## src/afe_setup_pkg.sv

```systemverilog
package afe_setup_pkg;
  // register indices on the write port
  localparam logic [7:0] ADDR_CONFIG_TWO = 8'h02;
  localparam logic [7:0] ADDR_CONFIG_THREE = 8'h03;
  localparam logic [7:0] ADDR_LEADOFF_CTRL = 8'h04;
  localparam logic [7:0] ADDR_CHAN_FIRST = 8'h05;
  localparam logic [7:0] ADDR_BIAS_SEL_P = 8'h0D;
  localparam logic [7:0] ADDR_BIAS_SEL_N = 8'h0E;
  localparam logic [7:0] ADDR_LEADOFF_CONTROL_REG_SENSE_P = 8'h0F;
  localparam logic [7:0] ADDR_LEADOFF_CONTROL_REG_SENSE_N = 8'h10;
  localparam logic [7:0] ADDR_CONFIG_FOUR = 8'h17;
  localparam int NUM_CHAN = 8;
  // reset values
  localparam logic [7:0] RST_REG = 8'h00;
  localparam logic [7:0] RST_CONFIG_THREE = 8'h60;
  // host timing around the reset pulse, in master clock periods
  localparam int POR_WAIT_CYCLES = 65536;
  localparam int RST_LOW_CYCLES = 2;
  // field positions
  localparam int THRESH_HI = 7;
  localparam int THRESH_LO = 5;
  localparam int ILEAD_HI = 3;
  localparam int ILEAD_LO = 2;
  localparam int FLEAD_HI = 1;
  localparam int FLEAD_LO = 0;
  localparam int CFG2_REF_INT_BIT = 3;
  localparam int CFG3_MEAS_BIT = 4;
  localparam int CFG3_REF_INT_BIT = 3;
  localparam int CFG3_BIAS_ON_BIT = 2;
  localparam int CFG3_BIAS_LEADOFF_CONTROL_REG_BIT = 1;
  localparam int CFG4_COMP_EN_BIT = 1;
  // input-select codes of a channel setting register
  localparam logic [3:0] MUX_BIAS_MEAS = 4'h2;
  localparam logic [3:0] MUX_BIAS_TO_P = 4'h6;
  localparam logic [3:0] MUX_BIAS_TO_N = 4'h7;
  // synchroniser depth
  localparam int SYNC_STAGES = 2;
endpackage

```

## src/afe_powerup_bias_leadoff_setup.sv

```systemverilog
// What this block does
// - bias electrode check by current source or pull-down, comparator judges.
// - with bias amplifier on, bias current source is off; comparator senses.
// - bias comparator threshold comes from lead-off control bits 7:5.
// - a config two or config three bit picks internal mid-supply; external bias reference needs both clear.
// - config three bit 2 clear turns the bias amplifier off; set powers it.
// - writing 02h to config four enables dc lead-off comparators.
// - writing FFh to sense selects enables lead-off on all channels.
// - lead-off status bits go out in the data stream.
// - writing 07h to bias selects uses channels one to three.
// - config three x11x1100 powers bias, internal ref; bit 4 measures.
// - channel input-select 0111 routes bias return pin to negative input.
// - channel input-select 0010 measures bias return versus bias reference.
// - config four bit 1 enables comparators, defaults disabled.
`timescale 1ns/1ps
module afe_powerup_bias_leadoff_setup
(
  input wire logic sys_clk, // master clock, 40 MHz
  input wire logic nrst, // host reset pulse, active low
  input wire logic register_write_cmd, // one-cycle register write strobe
  input wire logic [7:0] wr_addr, // register index
  input wire logic [7:0] wr_data, // register value
  input wire logic [7:0] comp_pos_raw, // positive-input comparators
  input wire logic [7:0] comp_neg_raw, // negative-input comparators
  input wire logic bias_comp_raw, // bias drive pin comparator
  output logic [2:0] comp_threshold, // comparator dac code
  output logic [1:0] leadoff_current_mag, // excitation current size
  output logic [1:0] leadoff_freq_sel, // excitation frequency
  output logic leadoff_comparator_enable, // comparators powered
  output logic [7:0] positive_leadoff_sense_sel, // p-side sense enables
  output logic [7:0] negative_leadoff_sense_sel, // n-side sense enables
  output logic [7:0] positive_bias_derive_sel, // p-side bias inputs
  output logic [7:0] negative_bias_derive_sel, // n-side bias inputs
  output logic bias_amp_power_down, // bias amplifier off
  output logic bias_ref_internal_sel, // internal mid-supply reference
  output logic bias_meas_enable, // bias measurement on
  output logic bias_current_enable, // bias lead-off current source
  output logic [7:0] route_bias_to_pos, // bias return to p-input
  output logic [7:0] route_bias_to_neg, // bias return to n-input
  output logic [7:0] measure_bias_chan, // channel reads bias vs ref
  output logic [7:0] leadoff_stat_pos, // p-side lead-off status
  output logic [7:0] leadoff_stat_neg, // n-side lead-off status
  output logic bias_leadoff_stat // bias electrode off
);
  import afe_setup_pkg::*;

  ////////////////////////////////////////////////////////////////////////////
  // configuration storage

  logic [7:0] leadoff_control_reg;
  logic [7:0] config_reg_two;
  logic [7:0] config_reg_three;
  logic [7:0] config_reg_four;
  logic [7:0] chan_setting [NUM_CHAN];
  logic [7:0] comp_pos;
  logic [7:0] comp_neg;
  logic bias_comp;
  logic [7:0] next_stat_pos;
  logic [7:0] next_stat_neg;

  // writes land on the strobe edge, one register per process; an index
  // that matches none of them is dropped without any trace

  // lead-off threshold, excitation size and excitation frequency
  always_ff @(posedge sys_clk or negedge nrst)
  begin
    if (!nrst)
      leadoff_control_reg <= RST_REG;
    else if (register_write_cmd && wr_addr == ADDR_LEADOFF_CTRL)
      leadoff_control_reg <= wr_data;
  end

  // bias loop reference choice
  always_ff @(posedge sys_clk or negedge nrst)
  begin
    if (!nrst)
      config_reg_two <= RST_REG;
    else if (register_write_cmd && wr_addr == ADDR_CONFIG_TWO)
      config_reg_two <= wr_data;
  end

  // bias amplifier power, reference, measurement and lead-off sense
  always_ff @(posedge sys_clk or negedge nrst)
  begin
    if (!nrst)
      config_reg_three <= RST_CONFIG_THREE;
    else if (register_write_cmd && wr_addr == ADDR_CONFIG_THREE)
      config_reg_three <= wr_data;
  end

  // comparator power; comes up off so no stale status leaks out
  always_ff @(posedge sys_clk or negedge nrst)
  begin
    if (!nrst)
      config_reg_four <= RST_REG; // comparators off
    else if (register_write_cmd && wr_addr == ADDR_CONFIG_FOUR)
      config_reg_four <= wr_data;
  end

  // p-side lead-off sense enables
  always_ff @(posedge sys_clk or negedge nrst)
  begin
    if (!nrst)
      positive_leadoff_sense_sel <= RST_REG;
    else if (register_write_cmd && wr_addr == ADDR_LEADOFF_CONTROL_REG_SENSE_P)
      positive_leadoff_sense_sel <= wr_data;
  end

  // n-side lead-off sense enables
  always_ff @(posedge sys_clk or negedge nrst)
  begin
    if (!nrst)
      negative_leadoff_sense_sel <= RST_REG;
    else if (register_write_cmd && wr_addr == ADDR_LEADOFF_CONTROL_REG_SENSE_N)
      negative_leadoff_sense_sel <= wr_data;
  end

  // p-side inputs feeding the common-mode derivation
  always_ff @(posedge sys_clk or negedge nrst)
  begin
    if (!nrst)
      positive_bias_derive_sel <= RST_REG;
    else if (register_write_cmd && wr_addr == ADDR_BIAS_SEL_P)
      positive_bias_derive_sel <= wr_data;
  end

  // n-side inputs feeding the common-mode derivation
  always_ff @(posedge sys_clk or negedge nrst)
  begin
    if (!nrst)
      negative_bias_derive_sel <= RST_REG;
    else if (register_write_cmd && wr_addr == ADDR_BIAS_SEL_N)
      negative_bias_derive_sel <= wr_data;
  end

  ////////////////////////////////////////////////////////////////////////////
  // per-channel setting registers and input routing

  genvar ch;
  generate
    for (ch = 0; ch < NUM_CHAN; ch++)
    begin : g_chan
      localparam logic [7:0] CH_ADDR = ADDR_CHAN_FIRST + 8'(ch);

      always_ff @(posedge sys_clk or negedge nrst)
      begin
        if (!nrst)
          chan_setting[ch] <= RST_REG;
        else if (register_write_cmd && wr_addr == CH_ADDR)
          chan_setting[ch] <= wr_data;
      end

      // routing is a decode of the low nibble only
      assign route_bias_to_pos[ch] = chan_setting[ch][3:0] == MUX_BIAS_TO_P;
      assign route_bias_to_neg[ch] =
        chan_setting[ch][3:0] == MUX_BIAS_TO_N;
      assign measure_bias_chan[ch] =
        chan_setting[ch][3:0] == MUX_BIAS_MEAS;
    end
  endgenerate

  ////////////////////////////////////////////////////////////////////////////
  // decoded analog controls

  // one threshold field serves positive and negative inputs and the bias sense
  assign comp_threshold = leadoff_control_reg[THRESH_HI:THRESH_LO];
  assign leadoff_current_mag = leadoff_control_reg[ILEAD_HI:ILEAD_LO];
  assign leadoff_freq_sel = leadoff_control_reg[FLEAD_HI:FLEAD_LO];
  assign leadoff_comparator_enable =
    config_reg_four[CFG4_COMP_EN_BIT];
  assign bias_amp_power_down = !config_reg_three[CFG3_BIAS_ON_BIT];
  // either bit selects internal mid-supply, so both setup styles work
  assign bias_ref_internal_sel = config_reg_two[CFG2_REF_INT_BIT] ||
    config_reg_three[CFG3_REF_INT_BIT];
  assign bias_meas_enable = config_reg_three[CFG3_MEAS_BIT];
  // the source would fight a powered amplifier, so it is gated off
  assign bias_current_enable = config_reg_three[CFG3_BIAS_LEADOFF_CONTROL_REG_BIT] &&
    bias_amp_power_down;

  ////////////////////////////////////////////////////////////////////////////
  // comparator sampling and lead-off status

  afe_sync_bits #(.WIDTH(2 * NUM_CHAN + 1)) u_comp_sync
  (
    .sys_clk(sys_clk),
    .nrst(nrst),
    .async_in({bias_comp_raw, comp_neg_raw, comp_pos_raw}),
    .sync_out({bias_comp, comp_neg, comp_pos})
  );

  // status only counts where comparators are on and sensing is selected
  always_comb
  begin
    next_stat_pos = '0;
    next_stat_neg = '0;
    if (leadoff_comparator_enable)
    begin
      next_stat_pos = comp_pos & positive_leadoff_sense_sel;
      next_stat_neg = comp_neg & negative_leadoff_sense_sel;
    end
  end

  // status words feed the output data stream
  always_ff @(posedge sys_clk or negedge nrst)
  begin
    if (!nrst)
    begin
      leadoff_stat_pos <= '0;
      leadoff_stat_neg <= '0;
    end
    else
    begin
      leadoff_stat_pos <= next_stat_pos;
      leadoff_stat_neg <= next_stat_neg;
    end
  end

  // bias check: comparator alone judges, source or pull-down excites it
  always_ff @(posedge sys_clk or negedge nrst)
  begin
    if (!nrst)
      bias_leadoff_stat <= 1'b0;
    else
      bias_leadoff_stat <= config_reg_three[CFG3_BIAS_LEADOFF_CONTROL_REG_BIT] &&
        bias_comp;
  end
endmodule

```

## src/afe_sync_bits.sv

```systemverilog
`timescale 1ns/1ps
module afe_sync_bits
#(
  parameter int WIDTH = 1
)
(
  input wire logic sys_clk, // system clock
  input wire logic nrst, // async reset, active low
  input wire logic [WIDTH-1:0] async_in, // pin level
  output logic [WIDTH-1:0] sync_out // level in sys_clk domain
);
  import afe_setup_pkg::*;

  logic [WIDTH-1:0] stage_a;

  // two flops; the first is read only by the second
  always_ff @(posedge sys_clk or negedge nrst)
  begin
    if (!nrst)
    begin
      stage_a <= '0;
      sync_out <= '0;
    end
    else
    begin
      stage_a <= async_in;
      sync_out <= stage_a;
    end
  end
endmodule

```

## config.mk

```make
export PLATFORM = sky130hd
export DESIGN_NAME = afe_powerup_bias_leadoff_setup
export DESIGN_NICKNAME = d
export VERILOG_FILES = /design/src/afe_setup_pkg.sv /design/src/afe_powerup_bias_leadoff_setup.sv /design/src/afe_sync_bits.sv
export SDC_FILE = /design/constraint.sdc
export NUM_CORES = 1
export LEC_CHECK = 0
export ABC_CLOCK_PERIOD_IN_PS = 2200
export BUFFER_PORTS_ARGS = -buffer_cell sky130_fd_sc_hd__buf_2
export CAP_MARGIN = 10
export CORE_UTILIZATION = 53
export DETAILED_ROUTE_END_ITERATION = 8
export PLACE_DENSITY = 0.84
export SYNTH_ARGS = -nofsm -noshare
export SYNTH_HDL_FRONTEND = slang
export SYNTH_HIERARCHICAL = 1
export SYNTH_SLANG_ARGS = --single-unit
```

## constraint.sdc

```tcl
create_clock -name sys_clk -period 2.2 [get_ports sys_clk]
set_input_delay 0.11 -clock sys_clk [delete_from_list [all_inputs] [get_ports sys_clk]]
set_output_delay 0.11 -clock sys_clk [all_outputs]
set_load 0.03 [all_outputs]
```

==> results of run 1 <==
[synth_stat cells]
| master | n | area (µm²) |
|---|---|---|
| sky130_fd_sc_hd__nand3_1 | 1 | 5.000 |
| sky130_fd_sc_hd__or3_1 | 1 | 6.260 |
| sky130_fd_sc_hd__nand3b_1 | 2 | 15.01 |
| sky130_fd_sc_hd__nor3_2 | 3 | 30.03 |
| sky130_fd_sc_hd__or2_2 | 1 | 6.260 |
| sky130_fd_sc_hd__and4_1 | 1 | 8.760 |
| sky130_fd_sc_hd__nand2_1 | 5 | 18.77 |
| sky130_fd_sc_hd__or4_4 | 2 | 22.52 |
| sky130_fd_sc_hd__inv_1 | 2 | 7.510 |
| sky130_fd_sc_hd__mux2_2 | 73 | 822.0 |
| sky130_fd_sc_hd__and3_1 | 20 | 125.1 |
| sky130_fd_sc_hd__nor4_1 | 4 | 25.02 |
| sky130_fd_sc_hd__nor2b_1 | 5 | 31.28 |
| sky130_fd_sc_hd__mux2_4 | 4 | 60.06 |
| sky130_fd_sc_hd__nor2_1 | 5 | 18.77 |
| sky130_fd_sc_hd__clkbuf_1 | 6 | 22.52 |
| sky130_fd_sc_hd__nor4bb_1 | 4 | 40.04 |
| sky130_fd_sc_hd__nor4b_1 | 4 | 35.03 |
| sky130_fd_sc_hd__nor3_1 | 6 | 30.03 |
| sky130_fd_sc_hd__nand4b_1 | 2 | 17.52 |
| sky130_fd_sc_hd__and4b_1 | 4 | 40.04 |
| sky130_fd_sc_hd__nor3b_1 | 5 | 37.54 |
| sky130_fd_sc_hd__nand4_1 | 1 | 6.260 |
| sky130_fd_sc_hd__nand2b_1 | 2 | 12.51 |
| sky130_fd_sc_hd__and2_1 | 1 | 6.260 |
| sky130_fd_sc_hd__buf_6 | 2 | 22.52 |
| sky130_fd_sc_hd__dfrtp_1 | 128 | 3203 |
[metal layers]
metal / track usage / routed length [µm] / up-vias
met1: 0.2906 / 4124 / 1560
met2: 0.4262 / 5306 / 87
met5: 0 / 0 / -
li1: - / - / 1391
met4: 0.07836 / 80 / 0
met3: 0.08373 / 536 / 9
[stage by stage]
| stage | setup WS [ps] | area [µm²] | cells |
|---|---|---|---|
| CTS | 510.7 | 6287 | 576 |
| global route | 417.2 | 6287 | 576 |
| finish | 540.5 | 6287 | 576 |
| detailed placement | 283.6 | 5460 | 522 |
| global placement | 354.3 | 5460 | 522 |
| floorplan | 410.6 | 4676 | 294 |
[cells in the final DEF (no fill, tap or decap), types with 2 or more instances in the layout]
| cell | Yosys | final |
|---|---|---|
| sky130_fd_sc_hd__nand2_1 | 5 | 5 |
| sky130_fd_sc_hd__or4_4 | 2 | 2 |
| sky130_fd_sc_hd__inv_6 | 0 | 2 |
| sky130_fd_sc_hd__nor3_2 | 3 | 3 |
| sky130_fd_sc_hd__inv_1 | 2 | 2 |
| sky130_fd_sc_hd__buf_4 | 0 | 11 |
| sky130_fd_sc_hd__dfrtp_1 | 128 | 128 |
| sky130_fd_sc_hd__nand4b_1 | 2 | 2 |
| sky130_fd_sc_hd__clkinv_4 | 0 | 2 |
| sky130_fd_sc_hd__nor2b_1 | 5 | 5 |
| sky130_fd_sc_hd__and3_1 | 20 | 20 |
| sky130_fd_sc_hd__nor3_1 | 6 | 6 |
| sky130_fd_sc_hd__mux2_2 | 73 | 73 |
| sky130_fd_sc_hd__clkbuf_16 | 0 | 16 |
| sky130_fd_sc_hd__clkinv_2 | 0 | 3 |
| sky130_fd_sc_hd__clkinvlp_4 | 0 | 2 |
| sky130_fd_sc_hd__nor3b_1 | 5 | 5 |
| sky130_fd_sc_hd__mux2_4 | 4 | 4 |
| sky130_fd_sc_hd__nor2_1 | 5 | 5 |
| sky130_fd_sc_hd__nor4_1 | 4 | 4 |
| sky130_fd_sc_hd__dlygate4sd3_1 | 0 | 22 |
| sky130_fd_sc_hd__nand2b_1 | 2 | 2 |
| sky130_fd_sc_hd__nor4b_1 | 4 | 4 |
| sky130_fd_sc_hd__buf_2 | 0 | 119 |
| sky130_fd_sc_hd__nand3b_1 | 2 | 2 |
| sky130_fd_sc_hd__and4b_1 | 4 | 4 |
| sky130_fd_sc_hd__clkbuf_1 | 6 | 2 |
| sky130_fd_sc_hd__nor4bb_1 | 4 | 4 |
| sky130_fd_sc_hd__bufinv_16 | 0 | 4 |
[area by class of cell]
cell class | instances | area [µm²] | area share
tap | 105 | 131.4 | 0.02090
clock buffer | 19 | 421.7 | 0.06706
multi-input combinational | 156 | 1420 | 0.2259
timing repair buffer | 153 | 918.4 | 0.1461
inverter | 2 | 7.507 | 0.001194
sequential | 128 | 3203 | 0.5095
clock inverter | 13 | 185.2 | 0.02945
[how the worst max path moves through the flow]
stage	start	to	slack [ps]	depth (start not counted)
3_5_place_dp	wr_addr[5]	chan_setting[50]$_DFFE_PN0P_	280	4
5_1_grt	chan_setting[59]$_DFFE_PN0P_	measure_bias_chan[0]	420	3
2_1_floorplan	wr_addr[5]	config_reg_three[1]$_DFFE_PN0P_	410	5
4_1_cts	config_reg_four[1]$_DFFE_PN0P_	leadoff_comparator_enable	510	1
3_3_place_gp	wr_addr[5]	config_reg_three[3]$_DFFE_PN0P_	350	4
6_report	config_reg_four[1]$_DFFE_PN0P_	leadoff_comparator_enable	540	1
[repair_timing]
item,CTS,global route
gates resized for setup,0,0
endpoints found under the hold margin,86,0
hold buffers,22,0
[power by group through the flow]
stage                     combinational [mW]  sequential [mW]  clock, mW
after floorplan                        0.126             2.61          0
after global placement                 0.362             2.55          0
after detailed placement               0.371             2.56          0
after CTS                              0.403             2.52       2.89
after global routing                   0.433             2.53       2.99
final                                  0.398             2.52       2.84
[kinds of logic (layout without fill, tap and decap cells)]
| group | after synthesis | after routing | synth area share |
|---|---|---|---|
| mux | 77 | 77 | 0.1887 |
| buf+inv | 10 | 187 | 0.01124 |
| flops | 128 | 128 | 0.6850 |
| simple gates | 79 | 79 | 0.1151 |
==> results.py, run 1 <==
metrics = {
    "placed_design": {
        "dp_hpwl_mm": 6.624,
        "port_buffers": 120,
        "place.gp.congestion": 0.7594,
    },
    "critical_path": {
        "rr_startpoint": "config_reg_four[1]$_DFFE_PN0P_",
        "ff2ff_path_depth": 1,
        "cp.required_ps": 2090,
        "worst-path-buf-inv": 1,
        "crit_slowest_cell": "sky130_fd_sc_hd__dfrtp_1",
        "worstPathMaxFanout": 18,
        "crit_family": "flip-flops",
        "critical-path-max-stage-delay_ps": 730,
        "worstPathCellList": "buf_2",
        "reg2reg_setup_slack_ps": 1100,
        "setup.worst_path.end_class": "output port",
        "worst-endpoint-arrival_ps": 1550,
        "worst_setup_path_start_kind": "flip-flop",
        "timing_worst_setup_path_type": "reg2out",
        "worstReg2RegEnd": "config_reg_four[1]$_DFFE_PN0P_",
    },
    "power_and_ir_drop": {
        "power_frac_seq": 0.437,
        "power.switching_mw": 1.298,
        "logic_pwr_share": 0.069,
        "power.ir.vdd_worst_v": 0.0006233,
        "power.total_mw": 5.751,
        "cell_internal_pwr_mw": 4.454,
        "p_leak_nw": 3.417,
        "power.density_nw_per_um2": 914.7,
        "clock_power_share": 0.493,
        "switching_share": 0.2256,
    },
    "cts": {
        "tritoncts": "yes",
        "clk_pin_slew_ps": 60,
        "cts_num_sinks": 128,
        "worst_skew_pair.late_latency_ps": 510,
        "clockBufferDepth": 2,
        "htree_levels": 4,
        "tritoncts.num_buffers": 17,
        "clock_tree.root_cell": "sky130_fd_sc_hd__clkbuf_8",
        "post_cts_setup_repair_bufs": 0,
    },
    "global_route": {
        "wire_length_of_the_first_global_routing_pass_mm": 16.13,
        "gr-total-overflow": 0,
        "gr-usage-all-layers": 0.2466,
        "antenna_found_initial": 0,
        "grt_start_max_net_pins": 53,
        "grt_pass1_vias": 3206,
    },
    "hold_path": {
        "worstHoldEndpoint": "chan_setting[8]$_DFFE_PN0P_",
        "hp-start": "wr_data[0]",
        "min_path_type": "in2reg",
        "hold-path-cell-count": 2,
    },
    "layout": {
        "fillCellCount": 528,
        "drive_gt1_frac": 0.5180,
        "largest_register": "chan_setting",
        "reg.largest.list": "chan_setting: 32 flops, u_comp_sync/stage_a: 17 flops, u_comp_sync/sync_out: 17 flops",
        "areaGrowthSynthToFinish_pct": 34.47,
        "largest_register_ffs": 32,
        "antenna_cells": 0,
        "utilization": 0.7501,
        "fin_nets": 494,
    },
    "synthesis": {
        "yosys_register_bits": 128,
        "instance_count_of_the_mapped_netlist": 294,
        "synth_seq_area_share": 0.6850,
        "yosys.cell_types.count": 27,
        "post_synth.cell_area_avg_um2": 15.90,
        "yosysWarnings": 6,
        "synth_area_um2": 4676,
        "synth_nets": 330,
    },
    "detailed_routing": {
        "vias_per_cell": 5.290,
        "routed_wl_mm": 10.05,
        "dr.pass1.iters": 4,
        "wl_per_cell_um": 17.44,
        "initialDrtViolationCount": 74,
        "ant_nets": 0,
        "remaining_drc_errors": 0,
        "detailroute.via_count": 3047,
    },
    "sta": {
        "period_share": 0.7543,
        "timing.setup.tns_ps": 0,
        "finalHoldViolCount": 0,
        "max_clock_freq_mhz": 602.6,
        "finalMaxSlewViolations": 0,
        "max-slew-margin-rel": 0.5667,
        "finalSetupViolations": 0,
        "fin_skew_ps": 7.297,
        "final.min_clock_period_ps": 1660,
        "worst_slew_pin_slew_ps": 649.9,
        "rsz0062_at_grt": "no",
        "fin_hold_ws_ps": 89.52,
    },
    "floorplan": {
        "die-width_um": 95.93,
        "die_outline_area_um2": 9202,
        "boundaryPins": 121,
        "die_h_um": 95.93,
        "core_region_area_um2": 8382,
        "fp-row-count": 33,
        "initial_utilization": 0.5578,
    },
    "job": {
        "number_of_max_cap_violations": 0,
    },
    "run_status": {
        "outcome": "finished, final reports clean",
    },
}
Power figures use the tool's default switching activity.
==> run 2: changes to the inputs <==
--- a/config.mk
+++ b/config.mk
@@ -5,7 +5,8 @@
 export SDC_FILE = /design/constraint.sdc
 export NUM_CORES = 1
 export LEC_CHECK = 0
-export ABC_CLOCK_PERIOD_IN_PS = 2200
+export ABC_AREA = 1
+export ABC_CLOCK_PERIOD_IN_PS = 1700
 export BUFFER_PORTS_ARGS = -buffer_cell sky130_fd_sc_hd__buf_2
 export CAP_MARGIN = 10
 export CORE_UTILIZATION = 53
==> constraint.sdc (replaced) <==
create_clock -name sys_clk -period 1.7 [get_ports sys_clk]
set_input_delay 0.085 -clock sys_clk [delete_from_list [all_inputs] [get_ports sys_clk]]
set_output_delay 0.085 -clock sys_clk [all_outputs]
set_load 0.03 [all_outputs]
==> results.py, run 2 <==
metrics = {
    "synthesis": {
        "synth_area_leaders": "sky130_fd_sc_hd__dfrtp_1, sky130_fd_sc_hd__nand2_1, sky130_fd_sc_hd__nand3_1",
        "top_post_synthesis_cells_by_count": "sky130_fd_sc_hd__nand2_1, sky130_fd_sc_hd__dfrtp_1, sky130_fd_sc_hd__nand3_1",
        "synth_largest_area_cell": "sky130_fd_sc_hd__dfrtp_1",
        "synth_seq_area_share": 0.6622,
        "yosys_register_bits": 128,
        "yosysWarnings": 6,
        "instance_count_of_the_mapped_netlist": 515,
        "share_of_flip_flops_with_an_asynchronous_set_or_reset": 1.000,
        "synth-edff-count": 0,
        "synth_nets": 551,
        "synth_area_um2": 4837,
        "post_synth.cell_area_avg_um2": 9.393,
        "yosys.cell_types.count": 17,
        "synth.top_cell.area_share": 0.6622,
        "synth_most_common_cell": "sky130_fd_sc_hd__nand2_1",
        "synthFlopType": "sky130_fd_sc_hd__dfrtp_1",
    },
    "sta": {
        "finalSetupViolations": 0,
        "fin_skew_ps": 7.336,
        "max_clock_freq_mhz": 645.7,
        "rsz0062_at_grt": "no",
        "max-slew-margin-rel": 0.6455,
        "finalHoldViolCount": 0,
        "finalMaxSlewViolations": 0,
        "fin_hold_ws_ps": 47.00,
        "worst_slew_pin_slew_ps": 531.1,
        "final.min_clock_period_ps": 1549,
        "period_share": 0.9110,
        "timing.setup.tns_ps": 0,
        "timing.final.ws_setup_ps": 151.3,
    },
    "critical_path": {
        "worst_setup_path_start_kind": "flip-flop",
        "reg2reg_setup_slack_ps": 530,
        "timing_worst_setup_path_type": "reg2out",
        "cp.required_ps": 1620,
        "worst-endpoint-arrival_ps": 1460,
        "worst-path-buf-inv": 2,
        "critical-path-max-stage-delay_ps": 390,
        "worstPathMaxFanout": 3,
        "worstPathCellList": "inv_1 > nand2_1 > nor3_1 > buf_2",
        "crit_family": "flip-flops",
        "crit_slowest_cell": "sky130_fd_sc_hd__dfrtp_1",
        "setup.worst_path.end_class": "output port",
    },
    "global_route": {
        "grt_pass1_vias": 4279,
        "gr-total-overflow": 0,
        "antenna_found_initial": 0,
        "wire_length_of_the_first_global_routing_pass_mm": 20.53,
        "grt_start_max_net_pins": 55,
        "gr-usage-all-layers": 0.2828,
    },
    "detailed_routing": {
        "initialDrtViolationCount": 263,
        "ant_nets": 0,
        "detailroute.via_count": 4208,
        "vias_per_cell": 5.286,
        "remaining_drc_errors": 0,
        "routed_wl_mm": 12.83,
        "dr.pass1.iters": 6,
        "wl_per_cell_um": 16.11,
    },
    "layout": {
        "instances_no_fill": 796,
        "layout_commonest_cell": "sky130_fd_sc_hd__nand2_1",
        "utilization": 0.7379,
        "fin_nets": 711,
        "drive_gt1_frac": 0.2558,
        "layout.cells.most_common_list": "sky130_fd_sc_hd__nand2_1, sky130_fd_sc_hd__dfrtp_1, sky130_fd_sc_hd__buf_2",
        "areaGrowthSynthToFinish_pct": 33.68,
        "largest_register_ffs": 32,
        "final_area_um2": 6466,
        "largest_register": "chan_setting",
        "reg.largest.list": "chan_setting: 32 flops, u_comp_sync/stage_a: 17 flops, u_comp_sync/sync_out: 17 flops",
        "antenna_cells": 0,
    },
    "power_and_ir_drop": {
        "power.density_nw_per_um2": 1156,
        "power.ir.vdd_worst_v": 0.0008595,
        "switching_share": 0.2501,
        "cell_internal_pwr_mw": 5.606,
        "power.total_mw": 7.475,
        "clock_power_share": 0.487,
        "logic_pwr_share": 0.076,
        "p_leak_nw": 3.553,
        "power.switching_mw": 1.870,
        "power_frac_seq": 0.437,
    },
    "floorplan": {
        "core_region_area_um2": 8763,
        "die-width_um": 97.54,
        "die_h_um": 97.54,
        "fp-row-count": 34,
        "initial_utilization": 0.5520,
        "boundaryPins": 121,
        "die_outline_area_um2": 9513,
    },
    "cts": {
        "clock_tree.root_cell": "sky130_fd_sc_hd__clkbuf_8",
        "tritoncts.num_buffers": 17,
        "cts_num_sinks": 128,
        "worst_skew_pair.late_latency_ps": 520,
        "clockBufferDepth": 2,
        "clk_pin_slew_ps": 60,
        "tritoncts": "yes",
        "htree_levels": 4,
        "post_cts_setup_repair_bufs": 0,
    },
    "placed_design": {
        "dp_hpwl_mm": 8.195,
        "dpl_worst_slack_ps": 337.9,
        "port_buffers": 120,
        "dp_cells": 735,
        "place.gp.congestion": 0.7887,
        "placedInstanceArea_um2": 5572,
    },
    "job": {
        "number_of_max_cap_violations": 0,
    },
    "hold_path": {
        "min_path_type": "in2async",
    },
    "run_status": {
        "outcome": "finished, final reports clean",
    },
}
[run 2: cell types whose count changed in the layout (fill, tap and decap cells not counted), sizes merged, moves of 10 or more]
cell / before / now
nor2: 5 / 33
mux2: 77 / 0
and3: 20 / 0
nor4: 4 / 14
nand3: 1 / 54
nand2: 5 / 230
inv: 4 / 38
[run 2: final cells by class]
| type | instances | area, µm² |
|---|---|---|
| fillers | 582 | 2297 |
| flip-flops and latches | 128 | 3203 |
| clock inverters | 15 | 183.9 |
| repair buffers | 153 | 948.4 |
| clock buffers | 17 | 414.1 |
| well taps | 108 | 135.1 |
| multi-input cells | 341 | 1454 |
| inverters | 34 | 127.6 |
[run 2: cell families (layout without fill, tap and decap cells)]
group                  Yosys count  count (layout)  synth area share
buffers and inverters           46             219           0.03854
DFF                            128             128            0.6622
and+or+nand+nor                341             341            0.2993
[run 2: per-layer routing]
| layer | global-route usage | vias up | wire [µm] |
|---|---|---|---|
| li1 | - | 1940 | - |
| met3 | 0.06691 | 34 | 841 |
| met1 | 0.3468 | 2041 | 5009 |
| met4 | 0.1244 | 0 | 372 |
| met2 | 0.4782 | 193 | 6602 |
| met5 | 0 | - | 0 |
[run 2: power by group through the flow]
stage	logic (mW)	clock network, mW	registers, mW
2_1_floorplan	0.176	0	3.39
3_3_place_gp	0.492	0	3.31
3_5_place_dp	0.511	0	3.31
4_1_cts	0.568	3.66	3.26
5_1_grt	0.619	3.81	3.28
6_report	0.569	3.64	3.26
[run 2: final timing paths]
path,end,from,depth (start not counted)
setup / recovery,measure_bias_chan[5],chan_setting[16]$_DFFE_PN0P_,4
hold / removal,chan_setting[35]$_DFFE_PN0P_,nrst,2
setup reg to reg,leadoff_stat_pos[6]$_DFF_PN0_,config_reg_four[1]$_DFFE_PN0P_,2
hold reg to reg,u_comp_sync/sync_out[13]$_DFF_PN0_,u_comp_sync/stage_a[13]$_DFF_PN0_,0
max in group asynchronous,u_comp_sync/stage_a[13]$_DFF_PN0_,nrst,3
min in group sys_clk,config_reg_two[3]$_DFFE_PN0P_,wr_addr[1],5
[run 2: repair_timing]
| action | CTS | global route |
|---|---|---|
| hold buffers | 29 | 0 |
| endpoints found under the hold margin | 202 | 0 |
| endpoints found under the setup margin | 0 | 1 |
| resized for setup | 0 | 1 |
==> run 3: changes to the inputs <==
--- a/config.mk
+++ b/config.mk
@@ -11,6 +11,7 @@
 export CAP_MARGIN = 10
 export CORE_UTILIZATION = 53
 export DETAILED_ROUTE_END_ITERATION = 8
+export HOLD_SLACK_MARGIN = 0.08
 export PLACE_DENSITY = 0.84
 export SYNTH_ARGS = -nofsm -noshare
 export SYNTH_HDL_FRONTEND = slang
==> results.py, run 3 (same netlist as run 2, synthesis figures left out) <==
metrics = {
    "hold_path": {
        "min_path_type": "in2reg",
    },
    "layout": {
        "reg.largest.list": "chan_setting: 32 flops, u_comp_sync/stage_a: 17 flops, u_comp_sync/sync_out: 17 flops",
        "fin_nets": 723,
        "final_area_um2": 6606,
        "largest_register": "chan_setting",
        "drive_gt1_frac": 0.2571,
        "utilization": 0.7539,
        "largest_register_ffs": 32,
        "layout.cells.most_common_list": "sky130_fd_sc_hd__nand2_1, sky130_fd_sc_hd__dfrtp_1, sky130_fd_sc_hd__buf_2",
        "antenna_cells": 0,
        "layout_commonest_cell": "sky130_fd_sc_hd__nand2_1",
        "multi_input_comb_area_um2": 1466,
        "fillCellCount": 565,
        "areaGrowthSynthToFinish_pct": 36.58,
        "combined_flip_flop_and_latch_cell_area_um2": 3203,
    },
    "critical_path": {
        "worst_setup_path_startpoint": "wr_addr[3]",
        "worst-endpoint-arrival_ps": 2110,
        "worstReg2RegEnd": "leadoff_stat_pos[7]$_DFF_PN0_",
        "ff2ff_path_depth": 2,
        "cp.required_ps": 2160,
        "reg2reg_setup_slack_ps": 560,
        "timing_worst_setup_path_type": "in2reg",
        "rr_startpoint": "config_reg_four[1]$_DFFE_PN0P_",
        "worstPathMaxFanout": 8,
        "worst_setup_path_start_kind": "primary input",
        "setup.worst_path.end_class": "flip-flop",
        "crit_end": "positive_bias_derive_sel[2]$_DFFE_PN0P_",
    },
    "sta": {
        "rsz0062_at_grt": "no",
        "finalMaxSlewViolations": 0,
        "timing.setup.tns_ps": 0,
        "max-slew-margin-rel": 0.6303,
        "max_clock_freq_mhz": 604.7,
        "worst_slew_pin_slew_ps": 554.0,
        "fin_skew_ps": 5.936,
        "period_share": 0.9728,
        "final.min_clock_period_ps": 1654,
        "finalSetupViolations": 0,
        "finalHoldViolCount": 0,
    },
    "cts": {
        "clockBufferDepth": 2,
        "htree_levels": 4,
        "clk_pin_slew_ps": 60,
        "tritoncts": "yes",
        "tritoncts.num_buffers": 17,
        "worst_skew_pair.late_latency_ps": 520,
        "cts_num_sinks": 128,
        "clock_tree.root_cell": "sky130_fd_sc_hd__clkbuf_8",
    },
    "run_status": {
        "outcome": "finished, final reports clean",
    },
    "power_and_ir_drop": {
        "power.total_mw": 7.487,
        "power.density_nw_per_um2": 1133,
        "p_leak_nw": 3.602,
        "logic_pwr_share": 0.078,
        "power_frac_seq": 0.436,
        "switching_share": 0.2496,
        "power.ir.vdd_worst_v": 0.0007413,
        "clock_power_share": 0.485,
        "power.switching_mw": 1.868,
        "cell_internal_pwr_mw": 5.618,
    },
    "detailed_routing": {
        "dr.pass1.iters": 5,
        "vias_per_cell": 5.354,
        "wl_per_cell_um": 16.14,
        "routed_wl_mm": 13.04,
        "initialDrtViolationCount": 368,
        "remaining_drc_errors": 0,
        "ant_nets": 0,
        "detailroute.via_count": 4326,
    },
    "floorplan": {
        "boundaryPins": 121,
        "die_h_um": 97.54,
        "die_outline_area_um2": 9513,
        "die-width_um": 97.54,
        "core_region_area_um2": 8763,
        "fp-row-count": 34,
        "initial_utilization": 0.5520,
    },
    "global_route": {
        "gr-usage-all-layers": 0.2839,
        "gr-total-overflow": 0,
        "grt_start_max_net_pins": 55,
        "wire_length_of_the_first_global_routing_pass_mm": 20.69,
        "grt_pass1_vias": 4322,
        "antenna_found_initial": 0,
    },
    "job": {
        "number_of_max_cap_violations": 0,
    },
    "placed_design": {
        "dp_hpwl_mm": 8.195,
        "port_buffers": 120,
        "place.gp.congestion": 0.7887,
        "placedInstanceArea_um2": 5572,
    },
}
run 3: changes by cell type in the layout (fill, tap and decap cells not counted):
cell / previous run / this run
sky130_fd_sc_hd__dlygate4sd3_1: 29 / 37
sky130_fd_sc_hd__buf_4: 3 / 5
sky130_fd_sc_hd__nor2_4: 3 / 5
sky130_fd_sc_hd__buf_12: 2 / 3
sky130_fd_sc_hd__dlymetal6s4s_1: 0 / 1
sky130_fd_sc_hd__nor2_1: 23 / 22
sky130_fd_sc_hd__nor2_2: 7 / 6
run 3: metrics by stage:
| stage | setup WS [ps] | hold WS [ps] | instances |
|---|---|---|---|
| 3_3_place_gp | 429.9 | 36.25 | 735 |
| 4_1_cts | 24.76 | 85.00 | 806 |
| 6_report | 46.23 | 81.19 | 808 |
| 3_5_place_dp | 337.9 | 44.36 | 735 |
| 2_1_floorplan | 222.5 | -210.6 | 515 |
| 5_1_grt | 14.19 | 99.44 | 808 |
run 3: power groups by stage:
stage / clock (mW) / combinational (mW) / sequential, mW
floorplan: 0 / 0.176 / 3.39
global placement: 0 / 0.492 / 3.31
detailed placement: 0 / 0.511 / 3.31
CTS: 3.66 / 0.581 / 3.26
global route: 3.79 / 0.637 / 3.28
finish: 3.63 / 0.588 / 3.26
run 3: routing by layer:
| layer | up-vias | wire (µm) | global-route usage | share of wire |
|---|---|---|---|---|
| met3 | 42 | 957 | 0.06115 | 0.073 |
| met2 | 222 | 6647 | 0.4766 | 0.51 |
| li1 | 1969 | - | - | - |
| met1 | 2093 | 5013 | 0.3508 | 0.38 |
| met4 | 0 | 425 | 0.1357 | 0.033 |
| met5 | - | 0 | 0 | 0 |
run 3: final cells by class:
class	count	share of cell area
inverters	34	0.01932
flip-flops and latches	128	0.4848
clock inverters	15	0.02784
multi-input cells	341	0.2220
repair buffers	165	0.1629
clock buffers	17	0.06269
well taps	108	0.02045
run 3: critical path, stage by stage:
cell                            delay, ps
sky130_fd_sc_hd__dlygate4sd3_1        540
sky130_fd_sc_hd__buf_2                170
sky130_fd_sc_hd__nand2_1              110
sky130_fd_sc_hd__inv_2                 80
sky130_fd_sc_hd__nand3_2              150
sky130_fd_sc_hd__nor2_4               230
sky130_fd_sc_hd__dlygate4sd3_1        620
sky130_fd_sc_hd__nand2_1               60
sky130_fd_sc_hd__nand2_1               70
run 3: how the worst min path moves through the flow:
stage                     from                                      end  slack [ps]  depth (start not counted)
global placement          nrst             chan_setting[32]$_DFFE_PN0P_          40                          1
global route        wr_addr[6]  positive_bias_derive_sel[3]$_DFFE_PN0P_         100                          6
detailed placement        nrst             chan_setting[35]$_DFFE_PN0P_          40                          1
floorplan                 nrst              bias_leadoff_stat$_DFF_PN0_        -210                          0
CTS                 wr_addr[5]  positive_bias_derive_sel[0]$_DFFE_PN0P_          80                          6
finish              wr_addr[5]  positive_bias_derive_sel[0]$_DFFE_PN0P_          80                          6
run 3: what timing repair did:
item | 4_1_cts | 5_1_grt
setup buffers | 0 | 2
endpoints found under the setup margin | 0 | 6
resized for setup | 0 | 5
hold buffers | 39 | 0
endpoints found under the hold margin | 222 | 0
